<file path="config.mk">
export PLATFORM = sky130hd
export DESIGN_NAME = rmpu_unit_flat
export DESIGN_NICKNAME = d
export VERILOG_FILES = /design/src/rmpu_pkg.sv /design/src/rmpu_if.sv /design/src/rmpu_unit.sv /design/src/flat_wrapper.sv
export VERILOG_INCLUDE_DIRS = /design/src /design/src/src
export SDC_FILE = /design/constraint.sdc
export NUM_CORES = 2
export LEC_CHECK = 0
export BUFFER_PORTS_ARGS = -buffer_cell sky130_fd_sc_hd__buf_2
export CAP_MARGIN = 0
export CORE_MARGIN = 2
export CORE_UTILIZATION = 50
export CTS_CLUSTER_SIZE = 16
export DETAILED_ROUTE_END_ITERATION = 7
export GPL_ROUTABILITY_DRIVEN = 0
export PLACE_DENSITY = 0.66
export RECOVER_POWER = 50
export SETUP_SLACK_MARGIN = 0.02
export SYNTH_ARGS = -nofsm -noshare
export SYNTH_HDL_FRONTEND = slang
export SYNTH_SLANG_ARGS = --single-unit
</file>
<file path="constraint.sdc">
create_clock -name mclk -period 17.6 [get_ports mclk]
set_input_delay 0 -clock mclk [delete_from_list [all_inputs] [get_ports mclk]]
set_output_delay 0 -clock mclk [all_outputs]
set_load 0.01 [all_outputs]
</file>
<file path="src/rmpu_defines.svh">
// Function
// - Instruction region count always reads zero
// - Data region count reads eight
// - Info bit 0 reads zero: unified map
// - Enabled, no background: region miss faults
// - Background serves privileged misses below regions
// - Background bit ignored while protection disabled
// - Protect-enable clear bypasses checks in escalated handlers
// - Priority -1/-2 handlers unchecked unless protect-enable
// - Disabled unit applies default map to everyone
// - Unprivileged miss faults even with background
// - Control space is always execute-never, ordered
// - Control space data access and vector table always allowed
// - Software enables a region before plain enable
// - Never set protect-enable while protection disabled
// - Region select takes only values 0-7
// - Base write with valid bit updates select
// - Base from upper bits, valid bit 4
// - Software aligns base to region size
// - 4 GB region ignores base, covers all
// - Valid reads zero, region field reads select
// - Region size is two to size+1, min 32B
// - Regions of 256B+ have eight disable subregions
`ifndef RMPU_DEFINES_SVH
`define RMPU_DEFINES_SVH

`define RMPU_ADDR_INFO        32'he000ed90
`define RMPU_ADDR_CTRL        32'he000ed94
`define RMPU_ADDR_SELECT      32'he000ed98
`define RMPU_ADDR_BASE        32'he000ed9c
`define RMPU_ADDR_ATTR        32'he000eda0
`define RMPU_ADDR_BASE_A1     32'he000eda4
`define RMPU_ADDR_ATTR_A1     32'he000eda8
`define RMPU_ADDR_BASE_A2     32'he000edac
`define RMPU_ADDR_ATTR_A2     32'he000edb0
`define RMPU_ADDR_BASE_A3     32'he000edb4
`define RMPU_ADDR_ATTR_A3     32'he000edb8

`define RMPU_INFO_VALUE       32'h00000800
`define RMPU_NUM_REGIONS      8
`define RMPU_CTRL_ENABLE      0
`define RMPU_CTRL_HANDLER     1
`define RMPU_CTRL_PRIVDEF     2
`define RMPU_BASE_VALID       4
`define RMPU_BASE_LSB         5
`define RMPU_ATTR_XN          28
`define RMPU_ATTR_AP_LSB      24
`define RMPU_ATTR_TEX_LSB     19
`define RMPU_ATTR_S           18
`define RMPU_ATTR_C           17
`define RMPU_ATTR_B           16
`define RMPU_ATTR_SRD_LSB     8
`define RMPU_ATTR_SIZE_LSB    1
`define RMPU_SIZE_MIN         5'h04
`define RMPU_SIZE_SUB_MIN     5'h07
`define RMPU_SIZE_FULL        5'h1f
`define RMPU_SCS_BASE         32'he000e000
`define RMPU_SCS_MASK         32'hfffff000
`define RMPU_VECT_BASE        32'h00000000
`define RMPU_VECT_MASK        32'hfffffc00

`endif

</file>
<file path="src/rmpu_pkg.sv">
`include "rmpu_defines.svh"

package rmpu_pkg;

   typedef logic [2:0] rmpu_region_t;
   typedef logic [2:0] rmpu_ap_t;

   typedef enum logic [1:0] {
      RMPU_CHK_IDLE  = 2'b00,
      RMPU_CHK_GRANT = 2'b01,
      RMPU_CHK_FAULT = 2'b10
   } rmpu_chk_e;

   function automatic logic rmpu_is_base(input logic [31:0] a);
      return a == `RMPU_ADDR_BASE || a == `RMPU_ADDR_BASE_A1 ||
             a == `RMPU_ADDR_BASE_A2 || a == `RMPU_ADDR_BASE_A3;
   endfunction : rmpu_is_base

   function automatic logic rmpu_is_attr(input logic [31:0] a);
      return a == `RMPU_ADDR_ATTR || a == `RMPU_ADDR_ATTR_A1 ||
             a == `RMPU_ADDR_ATTR_A2 || a == `RMPU_ADDR_ATTR_A3;
   endfunction : rmpu_is_attr

endpackage : rmpu_pkg

</file>
<file path="src/rmpu_if.sv">
`timescale 1ns/1ns
`default_nettype none

interface rmpu_if (
   input wire logic mclk,
   input wire logic rst
);
   // Register port
   logic [31:0] reg_addr;
   logic [31:0] reg_wdata;
   logic        reg_wr;
   logic        reg_rd;
   logic [31:0] reg_rdata;
   // Access check
   logic        acc_valid;
   logic [31:0] acc_addr;
   logic        acc_write;
   logic        acc_fetch;
   logic        acc_priv;
   logic        acc_prio_neg;
   logic        acc_grant;
   logic        acc_fault;
   logic        acc_ordered;

   modport dev (
      input  mclk, rst, reg_addr, reg_wdata, reg_wr, reg_rd,
      input  acc_valid, acc_addr, acc_write, acc_fetch, acc_priv, acc_prio_neg,
      output reg_rdata, acc_grant, acc_fault, acc_ordered
   );
   modport core (
      input  mclk, rst, reg_rdata, acc_grant, acc_fault, acc_ordered,
      output reg_addr, reg_wdata, reg_wr, reg_rd,
      output acc_valid, acc_addr, acc_write, acc_fetch, acc_priv, acc_prio_neg
   );
endinterface : rmpu_if

`default_nettype wire

</file>
<file path="src/rmpu_unit.sv">
// Design decision made here: strobed register access.
`timescale 1ns/1ns
`default_nettype none
`include "rmpu_defines.svh"

module rmpu_unit
   import rmpu_pkg::*;
(
   // Core side
   rmpu_if.dev  bus
);

   // ****************************************************************
   // Register state
   // ****************************************************************
   logic                ctrl_enable;
   logic                ctrl_handler;
   logic                ctrl_privdef;
   rmpu_region_t        region_select;
   logic [26:0]         base_q   [`RMPU_NUM_REGIONS];
   logic [4:0]          size_q   [`RMPU_NUM_REGIONS];
   logic                en_q     [`RMPU_NUM_REGIONS];
   logic [7:0]          srd_q    [`RMPU_NUM_REGIONS];
   logic                xn_q     [`RMPU_NUM_REGIONS];
   rmpu_ap_t            ap_q     [`RMPU_NUM_REGIONS];
   logic [5:0]          tscb_q   [`RMPU_NUM_REGIONS];
   logic [31:0]         reg_rdata;
   rmpu_region_t        base_target;
   logic                wr_ctrl;
   logic                wr_select;
   logic                wr_base;
   logic                wr_attr;

   assign wr_ctrl   = bus.reg_wr && bus.reg_addr == `RMPU_ADDR_CTRL;
   assign wr_select = bus.reg_wr && bus.reg_addr == `RMPU_ADDR_SELECT;
   assign wr_base   = bus.reg_wr && rmpu_is_base(bus.reg_addr);
   assign wr_attr   = bus.reg_wr && rmpu_is_attr(bus.reg_addr);

   // Valid bit redirects the base write and moves the select
   assign base_target = bus.reg_wdata[`RMPU_BASE_VALID] ? bus.reg_wdata[2:0] : region_select;

   always_ff @(posedge bus.mclk or posedge bus.rst) begin
      if (bus.rst) begin
         ctrl_enable  <= 1'b0;
         ctrl_handler <= 1'b0;
         ctrl_privdef <= 1'b0;
      end else if (wr_ctrl) begin
         ctrl_enable  <= bus.reg_wdata[`RMPU_CTRL_ENABLE];
         ctrl_handler <= bus.reg_wdata[`RMPU_CTRL_HANDLER];
         ctrl_privdef <= bus.reg_wdata[`RMPU_CTRL_PRIVDEF];
      end
   end

   always_ff @(posedge bus.mclk or posedge bus.rst) begin
      if (bus.rst) begin
         region_select <= 3'h0;
      end else if (wr_select) begin
         region_select <= bus.reg_wdata[2:0];
      end else if (wr_base && bus.reg_wdata[`RMPU_BASE_VALID]) begin
         region_select <= bus.reg_wdata[2:0];
      end
   end

   // Aliases decode to the primary pair, so all four reach the selected region
   always_ff @(posedge bus.mclk or posedge bus.rst) begin
      if (bus.rst) begin
         for (int i = 0; i < `RMPU_NUM_REGIONS; i++) begin
            base_q[i] <= 27'h0000000;
         end
      end else if (wr_base) begin
         base_q[base_target] <= bus.reg_wdata[31:`RMPU_BASE_LSB];
      end
   end

   always_ff @(posedge bus.mclk or posedge bus.rst) begin
      if (bus.rst) begin
         for (int i = 0; i < `RMPU_NUM_REGIONS; i++) begin
            size_q[i] <= 5'h00;
            en_q[i]   <= 1'b0;
            srd_q[i]  <= 8'h00;
            xn_q[i]   <= 1'b0;
            ap_q[i]   <= 3'h0;
            tscb_q[i] <= 6'h00;
         end
      end else if (wr_attr) begin
         en_q[region_select]   <= bus.reg_wdata[0];
         size_q[region_select] <= bus.reg_wdata[`RMPU_ATTR_SIZE_LSB +: 5];
         srd_q[region_select]  <= bus.reg_wdata[`RMPU_ATTR_SRD_LSB +: 8];
         xn_q[region_select]   <= bus.reg_wdata[`RMPU_ATTR_XN];
         ap_q[region_select]   <= bus.reg_wdata[`RMPU_ATTR_AP_LSB +: 3];
         tscb_q[region_select] <= bus.reg_wdata[`RMPU_ATTR_B +: 6];
      end
   end

   // ****************************************************************
   // Register read, one cycle after the strobe
   // ****************************************************************
   always_ff @(posedge bus.mclk or posedge bus.rst) begin
      if (bus.rst) begin
         reg_rdata <= 32'h00000000;
      end else if (bus.reg_rd) begin
         if (bus.reg_addr == `RMPU_ADDR_INFO) begin
            reg_rdata <= `RMPU_INFO_VALUE;
         end else if (bus.reg_addr == `RMPU_ADDR_CTRL) begin
            reg_rdata <= {29'h00000000, ctrl_privdef, ctrl_handler, ctrl_enable};
         end else if (bus.reg_addr == `RMPU_ADDR_SELECT) begin
            reg_rdata <= {29'h00000000, region_select};
         end else if (rmpu_is_base(bus.reg_addr)) begin
            reg_rdata <= {base_q[region_select], 2'h0, region_select};
         end else if (rmpu_is_attr(bus.reg_addr)) begin
            reg_rdata <= {3'h0, xn_q[region_select], 1'b0, ap_q[region_select], 2'h0,
                          tscb_q[region_select], srd_q[region_select], 2'h0,
                          size_q[region_select], en_q[region_select]};
         end else begin
            reg_rdata <= 32'h00000000;
         end
      end else begin
         reg_rdata <= 32'h00000000;
      end
   end

   assign bus.reg_rdata = reg_rdata;

   // ****************************************************************
   // Region match, one lane per region
   // ****************************************************************
   function automatic logic ap_allows(input rmpu_ap_t ap, input logic priv, input logic wr);
      case (ap)
         3'b001:  return priv;
         3'b010:  return priv || !wr;
         3'b011:  return 1'b1;
         3'b101:  return priv && !wr;
         3'b110:  return !wr;
         3'b111:  return !wr;
         default: return 1'b0;
      endcase
   endfunction : ap_allows

   logic [`RMPU_NUM_REGIONS-1:0] hit;
   logic [`RMPU_NUM_REGIONS-1:0] allow;

   generate
      for (genvar r = 0; r < `RMPU_NUM_REGIONS; r++) begin : g_region
         logic [31:0] base_full;
         logic        in_range;
         logic [2:0]  sub_idx;
         logic        sub_off;

         assign base_full = {base_q[r], 5'h00};
         // Whole map when size is full, base bits disregarded
         assign in_range = (size_q[r] == `RMPU_SIZE_FULL) ||
                           ((bus.acc_addr >> (size_q[r] + 5'h01)) ==
                            (base_full >> (size_q[r] + 5'h01)));
         assign sub_idx  = 3'((bus.acc_addr >> (size_q[r] - 5'h02)) & 32'h00000007);
         assign sub_off  = (size_q[r] >= `RMPU_SIZE_SUB_MIN) && srd_q[r][sub_idx];
         // Sizes under 32 bytes are unsupported and never match
         assign hit[r]   = en_q[r] && (size_q[r] >= `RMPU_SIZE_MIN) && in_range && !sub_off;
         assign allow[r] = ap_allows(ap_q[r], bus.acc_priv, bus.acc_write) &&
                           !(bus.acc_fetch && xn_q[r]);
      end
   endgenerate

   // ****************************************************************
   // Access decision
   // ****************************************************************
   logic      any_hit;
   logic      win_allow;
   logic      in_scs;
   logic      in_vect;
   logic      prot_on;
   rmpu_chk_e next_chk;

   // Highest numbered region wins an overlap
   always_comb begin
      any_hit   = 1'b0;
      win_allow = 1'b0;
      for (int i = 0; i < `RMPU_NUM_REGIONS; i++) begin
         if (hit[i]) begin
            any_hit   = 1'b1;
            win_allow = allow[i];
         end
      end
   end

   assign in_scs  = (bus.acc_addr & `RMPU_SCS_MASK) == `RMPU_SCS_BASE;
   assign in_vect = (bus.acc_addr & `RMPU_VECT_MASK) == `RMPU_VECT_BASE;
   // Escalated handlers run unchecked unless the handler bit is set
   assign prot_on = ctrl_enable && (!bus.acc_prio_neg || ctrl_handler);

   always_comb begin
      next_chk = RMPU_CHK_IDLE;
      if (bus.acc_valid) begin
         if (in_scs && bus.acc_fetch) begin
            next_chk = RMPU_CHK_FAULT;
         end else if (!prot_on) begin
            next_chk = RMPU_CHK_GRANT;
         end else if (in_scs || in_vect) begin
            next_chk = RMPU_CHK_GRANT;
         end else if (any_hit) begin
            next_chk = win_allow ? RMPU_CHK_GRANT : RMPU_CHK_FAULT;
         end else if (ctrl_privdef && bus.acc_priv) begin
            next_chk = RMPU_CHK_GRANT;
         end else begin
            next_chk = RMPU_CHK_FAULT;
         end
      end
   end

   // ****************************************************************
   // Answer, one cycle after the request
   // ****************************************************************
   rmpu_chk_e chk;
   logic      ordered;

   always_ff @(posedge bus.mclk or posedge bus.rst) begin
      if (bus.rst) begin
         chk <= RMPU_CHK_IDLE;
      end else begin
         chk <= next_chk;
      end
   end

   // Control space is strongly ordered whatever the enable says
   always_ff @(posedge bus.mclk or posedge bus.rst) begin
      if (bus.rst) begin
         ordered <= 1'b0;
      end else begin
         ordered <= bus.acc_valid && in_scs;
      end
   end

   always_comb begin
      case (chk)
         RMPU_CHK_GRANT: begin
            bus.acc_grant = 1'b1;
            bus.acc_fault = 1'b0;
         end
         RMPU_CHK_FAULT: begin
            bus.acc_grant = 1'b0;
            bus.acc_fault = 1'b1;
         end
         default: begin
            bus.acc_grant = 1'b0;
            bus.acc_fault = 1'b0;
         end
      endcase
   end

   assign bus.acc_ordered = ordered;

endmodule : rmpu_unit

`default_nettype wire

</file>
<file path="src/flat_wrapper.sv">
// flat-port wrapper written by rule: the top's interface ports become plain ports
module rmpu_unit_flat import rmpu_pkg::*;
  (mclk, rst, bus_reg_addr, bus_reg_wdata, bus_reg_wr, bus_reg_rd, bus_acc_valid, bus_acc_addr, bus_acc_write, bus_acc_fetch, bus_acc_priv, bus_acc_prio_neg, bus_reg_rdata, bus_acc_grant, bus_acc_fault, bus_acc_ordered);
  rmpu_if bus_i (.mclk(mclk), .rst(rst));
  input wire logic mclk;
  input wire logic rst;
  input wire logic [$bits(bus_i.reg_addr)-1:0] bus_reg_addr;
  input wire logic [$bits(bus_i.reg_wdata)-1:0] bus_reg_wdata;
  input wire logic [$bits(bus_i.reg_wr)-1:0] bus_reg_wr;
  input wire logic [$bits(bus_i.reg_rd)-1:0] bus_reg_rd;
  input wire logic [$bits(bus_i.acc_valid)-1:0] bus_acc_valid;
  input wire logic [$bits(bus_i.acc_addr)-1:0] bus_acc_addr;
  input wire logic [$bits(bus_i.acc_write)-1:0] bus_acc_write;
  input wire logic [$bits(bus_i.acc_fetch)-1:0] bus_acc_fetch;
  input wire logic [$bits(bus_i.acc_priv)-1:0] bus_acc_priv;
  input wire logic [$bits(bus_i.acc_prio_neg)-1:0] bus_acc_prio_neg;
  output wire logic [$bits(bus_i.reg_rdata)-1:0] bus_reg_rdata;
  output wire logic [$bits(bus_i.acc_grant)-1:0] bus_acc_grant;
  output wire logic [$bits(bus_i.acc_fault)-1:0] bus_acc_fault;
  output wire logic [$bits(bus_i.acc_ordered)-1:0] bus_acc_ordered;
  assign bus_i.reg_addr = bus_reg_addr;
  assign bus_i.reg_wdata = bus_reg_wdata;
  assign bus_i.reg_wr = bus_reg_wr;
  assign bus_i.reg_rd = bus_reg_rd;
  assign bus_i.acc_valid = bus_acc_valid;
  assign bus_i.acc_addr = bus_acc_addr;
  assign bus_i.acc_write = bus_acc_write;
  assign bus_i.acc_fetch = bus_acc_fetch;
  assign bus_i.acc_priv = bus_acc_priv;
  assign bus_i.acc_prio_neg = bus_acc_prio_neg;
  assign bus_reg_rdata = bus_i.reg_rdata;
  assign bus_acc_grant = bus_i.acc_grant;
  assign bus_acc_fault = bus_i.acc_fault;
  assign bus_acc_ordered = bus_i.acc_ordered;
  rmpu_unit u_core (.bus(bus_i));
endmodule
</file>
### Word level (Yosys, flattened, before mapping)

Cells that the tools add are included.
Widths: inputs -> output; s select.

| storage, ports and cells | value |
|---|---|
| bits in registers | 449 |
| input port bits | 105 |
| output and inout bits | 35 |
| logic and storage cells | 414 |

| operators by class | value |
|---|---|
| add/subtract/negate cells | 16 |
| magnitude comparators | 28 |
| equal/unequal tests | 78 |
| shifts and indexed selects | 24 |
| multiplexer cells | 98 |
| bitwise logic cells | 2 |
| reductions and logical operators | 105 |

Operator list:

| kind | count |
|---|---|
| $shr 32x5->32 | 16 |
| $eq 32x32->1 const B | 11 |
| $eq 32x32->1 | 8 |
| $shr 32x5->3 | 8 |
| $bwmux 216 | 1 |
| $mux 32 | 5 |
| $bmux 27 s3 | 1 |
| $demux 27 s3 | 1 |
| $mux 27 | 3 |
| $ge 5x3->1 const B | 16 |
| $eq 3x3->1 const B | 24 |
| $bwmux 64 | 1 |
| $logic_and 1x1->1 | 60 |
| $bwmux 48 | 1 |
| $eq 3x2->1 const B | 16 |
| $add 5x1->5 const B | 8 |
| $bwmux 40 | 1 |
| $eq 5x5->1 const B | 8 |
| $pmux 1 s5 | 8 |
| $sub 5x2->5 const B | 8 |
| $logic_not 32->1 | 1 |
| $lt 3x4->1 const B | 8 |
| $mux 1 | 31 |
| $bmux 1 s3 | 10 |
| other kinds (28) | 96 |

### Longest topological paths before layout

| depth | value |
|---|---|
| depth after elaboration | 21 |
| mapped depth | 21 |
| gate-level depth less buffers | 13 |

### Least setup slack after synthesis

Ideal clock, no wire load.

| timing path | value |
|---|---|
| path type | register to register |
| start | register u_core.size_q[35] in the netlist's numbering |
| end | register u_core.chk[1] |
| setup time | 0.120 ns |
| arrival | 4.584 ns |
| required time | 17.480 ns |
| setup slack | 12.897 ns |
| stages on the path, launching flop included | 21 |
| path buffers | 7 |
| clock period less this slack | 4.703 ns |
| path through | dfrtp_1 > buf_2 > buf_2 > inv_1 > buf_2 > buf_2 > buf_2 > ha_1 > clkbuf_1 > clkbuf_1 > mux4_2 > xnor2_1 > nand2_1 > o32ai_1 > o211ai_1 > nor4_1 > o2111ai_1 > a2bb2oi_1 > and3_1 > o211ai_1 > a31o_1 |

| between the ends | value |
|---|---|
| longest elaborated chain between the ends | 21 |
| elaborated cells on any way between the ends | 39 |
| classes of those cells | add/sub (2); order compare (2); eq/ne (2); shift (3); mux (24); reduce/logical (6) |

RTL lines:

| element | line | source |
|---|---|---|
| from (decl) | rmpu_unit.sv:21 | `` logic [4:0] size_q [`RMPU_NUM_REGIONS]; `` |
| from (signal, indexed assignment) | rmpu_unit.sv:87 | `` size_q[region_select] <= bus.reg_wdata[`RMPU_ATTR_SIZE_LSB +: 5]; `` |
| $sub 5x2->5 | rmpu_unit.sv:154 | `assign sub_idx = 3'((bus.acc_addr >> (size_q[r] - 5'h02)) & 32'h00000007);` |
| $shr 32x5->3 | rmpu_unit.sv:154 |  |
| $bmux 1 s3 | rmpu_unit.sv:155 | `` assign sub_off = (size_q[r] >= `RMPU_SIZE_SUB_MIN) && srd_q[r][sub_idx]; `` |
| $mux 1 (implied by the code) | rmpu_unit.sv:155 |  |
| $logic_and 1x1->1 | rmpu_unit.sv:155 |  |
| $logic_not 1->1 | rmpu_unit.sv:157 | `` assign hit[r] = en_q[r] && (size_q[r] >= `RMPU_SIZE_MIN) && in_range && !sub_off; `` |
| $logic_and 1x1->1 * | rmpu_unit.sv:157 |  |
| $mux 1 (8 in series) | rmpu_unit.sv:178 | `if (hit[i]) begin` |
| $mux 2 | rmpu_unit.sv:200 | `next_chk = win_allow ? RMPU_CHK_GRANT : RMPU_CHK_FAULT;` |
| $mux 2 * | rmpu_unit.sv:199 | `end else if (any_hit) begin` |
| $mux 2 * | rmpu_unit.sv:197 | `end else if (in_scs \|\| in_vect) begin` |
| $mux 2 * | rmpu_unit.sv:195 | `end else if (!prot_on) begin` |
| $mux 2 * | rmpu_unit.sv:193 | `if (in_scs && bus.acc_fetch) begin` |
| $mux 2 * | rmpu_unit.sv:192 | `if (bus.acc_valid) begin` |
| net u_core.next_chk[1] | rmpu_unit.sv:171 | `rmpu_chk_e next_chk;` |
| to (signal assigned) | rmpu_unit.sv:219 | `chk <= next_chk;` |
| to (decl) | rmpu_unit.sv:212 | `rmpu_chk_e chk;` |

Mark *: on every way through the listed nets, which the timed path passes. The rest lies on a longest branch. The select of a mux whose other input is x is not followed.
A chain may end at the register's enable or synchronous reset.

==> flow_metrics.env <==
export IMPL_worstPathRequired_ps=16990
export IMPL_core_mm2=0.0833
export IMPL_final_cell_count_no_fill=4761
export IMPL_cts_root_buf="clkbuf_16"
export IMPL_syn2layout_area_growth_pct=6.72
export IMPL_yosysWarnings=0
export IMPL_syn_avg_cell_area_um2=11.2
export IMPL_avgViaCountPerCell=7.40
export IMPL_multi_input_area_mm2=0.0286
export IMPL_endpoint_kind="async pin"
export IMPL_drc_errors=0
export IMPL_numCtsBuffers=47
export IMPL_h_tree_depth=2
export IMPL_dpl_worst_slack_ps=11950
export IMPL_ctsLongestPathBuffers=3
export IMPL_seqCellArea_mm2=0.0113
export IMPL_drtAntennaViolNets=0
export IMPL_clk_pin_slew_ps=60
export IMPL_slew_headroom_pct=-197
export IMPL_fill_cells=7155
export IMPL_synthFlopType="dfrtp_1"
export IMPL_syn_area_mm2=0.0419
export IMPL_dpl_cell_area_mm2=0.0428
export IMPL_synth_edf_count=0
export IMPL_port_buffer_count=139
export IMPL_cts_sinks=449
export IMPL_track_usage_pct=36.3
export IMPL_grt_pass1_wl_um=232000
export IMPL_critical_path_class="primary input to async pin"
export IMPL_irDropWorstVdd_mv=0.0844
export IMPL_rows=106
export IMPL_yosysTopAreaCell="dfrtp_1"
export IMPL_placed_cells=4641
export IMPL_start_kind="primary input"
export IMPL_wl_um=159000
export IMPL_pwr_density_cell_mw_per_mm2=53.9
export IMPL_final_cell_mix="mux2_2, dfrtp_1, mux4_2"
export IMPL_cts_tree="yes"
export IMPL_layout_commonest_cell="mux2_2"
export IMPL_fin_crit_ps=8770
export IMPL_r2r_slack_ps=11840
export IMPL_synth_distinct_cells=95
export IMPL_crit_path_max_fanout=92
export IMPL_cp_data_arrival_time_ps=8160
export IMPL_violations="capacitance limit, slew limit"
export IMPL_ctsHoldBuffers=33
export IMPL_clock_skew_ps=29.5
export IMPL_grt_overflow=0
export IMPL_cap_viol_max_count=10
export IMPL_final_hold_viol_count=0
export IMPL_num_vias=35200
export IMPL_synth_top_area_share_pct=26.8
export IMPL_avgRoutedWirePerCell_um=33.4
export IMPL_cts_setup_buffers=0
export IMPL_grt_setup_unrepaired="no"
export IMPL_ys_ff_latch=449
export IMPL_dp_hpwl_um=108000
export IMPL_drive_gt1_share_pct=32.8
export IMPL_start_util_pct=50.3
export IMPL_synth_async_reset_ratio_pct=100
export IMPL_finalCritPeriodShare_pct=49.8
export IMPL_fin_nets=3788
export IMPL_layout_setup_ws_ps=8830
export IMPL_antenna_found_initial=6
export IMPL_syn_inst=3729
export IMPL_drt_iter0_drc=4723
export IMPL_firstDrtPassIters=6
export IMPL_drv_slew=511
export IMPL_worstHoldPathType="primary input to flop"
export IMPL_insertion_delay_ps=610
export IMPL_tightestPinTransition_ps=4430
export IMPL_status="finished, violations left"
export IMPL_grt_max_degree=93
export IMPL_fmax_mhz=114
export IMPL_io_pins=140
export IMPL_synth_area_leaders="dfrtp_1, mux4_2, mux2_2, mux2i_1, xor2_1"
export IMPL_dieArea_mm2=0.0860
export IMPL_die_h_um=293
export IMPL_die_w_um=293
export IMPL_post_cts_resize_count=0
export IMPL_p_leak_uw=0.0186
export IMPL_synth_seq_area_share_pct=26.8
export IMPL_grt_pass1_vias=33900
export IMPL_synthesis_nets=3874
export IMPL_p_total_uw=2410
export IMPL_setup_viol_count_final=0
export IMPL_postLayoutCellArea_mm2=0.0447
export IMPL_fin_tns_setup_ps=0
cell usage after synthesis, types with 40 or more instances:
cell,number
dfrtp_1,449
nor2_1,145
nand2_1,194
a211oi_1,44
ha_1,40
buf_2,135
buf_1,52
nor3_1,73
o211ai_1,40
clkbuf_1,180
mux4_2,412
mux2_2,461
mux2i_1,288
o21ai_0,98
inv_1,45
xnor2_1,169
nand3_1,60
xor2_1,172
a21oi_1,80
cell type report:
type / count / area share [%]
Clock inverter: 17 / 0.316
Inverter: 57 / 0.482
Clock buffer: 69 / 3.25
Multi-Input combinational cell: 2819 / 63.9
Timing Repair Buffer: 269 / 3.76
Sequential cell: 449 / 25.2
Antenna cell: 1 / 0.00560
Tap cell: 1080 / 3.02
registers in the layout, indices dropped and copies added, names as in the netlist:
| signal | flops |
|---|---|
| u_core.region_select | 3 |
| u_core.base_q | 216 |
| u_core.ctrl_handler | 1 |
| u_core.en_q | 8 |
| u_core.tscb_q | 48 |
| u_core.ap_q | 24 |
| u_core.srd_q | 64 |
| u_core.ctrl_enable | 1 |
| u_core.bus.acc_ordered | 1 |
| u_core.xn_q | 8 |
| u_core.chk | 2 |
| u_core.ctrl_privdef | 1 |
| u_core.bus.reg_rdata | 32 |
| u_core.size_q | 40 |
power breakdown:
| group | switching (uW) | internal [uW] | leakage [uW] |
|---|---|---|---|
| Combinational | 221 | 115 | 0.0117 |
| Sequential | 0.0905 | 1030 | 0.00618 |
| Clock | 451 | 589 | 0.000789 |
| Total | 672 | 1740 | 0.0186 |
critical path, stage by stage:
cell and delay, ps:
dlygate4sd3_1 530, buf_2 120, clkinvlp_2 2450, clkbuf_1 2280, clkbuf_1 2620
layer usage:
metal	routed length [um]	track usage (%)	vias to the layer above
met2	69800	54.8	2548
met5	39	0	-
met3	19900	10.5	646
li1	-	-	14200
met4	11600	21.8	6
met1	57600	46.3	17800
stage by stage:
stage / hold slack (ps) / utilization (%)
2_1_floorplan: 110 / -
3_3_place_gp: 176 / 51.4
3_5_place_dp: 178 / 51.4
4_1_cts: 3.15 / 53.8
5_1_grt: 36.7 / 53.6
6_report: 36.3 / 53.6
final timing paths:
check / start / to / depth (start not counted)
hold reg to reg: u_core.tscb_q[36] / u_core.tscb_q[36] / 1
max in group mclk: u_core.size_q[5] / u_core.chk[0] / 14
hold / removal: bus_reg_addr[2] / u_core.ctrl_handler / 5
setup / recovery: rst / u_core.size_q[15] / 5
setup reg to reg: u_core.size_q[5] / u_core.chk[0] / 14
min in group asynchronous: rst / u_core.tscb_q[33] / 3
logic make-up after synthesis:
group	count (synthesis)	synth area share, %
multiplexers	1166	41.7
AND/OR/NAND/NOR	709	8.40
AO/OA/AOI/OAI	559	9.54
buffers and inverters	461	4.98
flip-flops	449	26.8
XOR/XNOR	345	7.32
adder cells (fa/ha/maj)	40	1.20
Power figures use the tool's default switching activity.
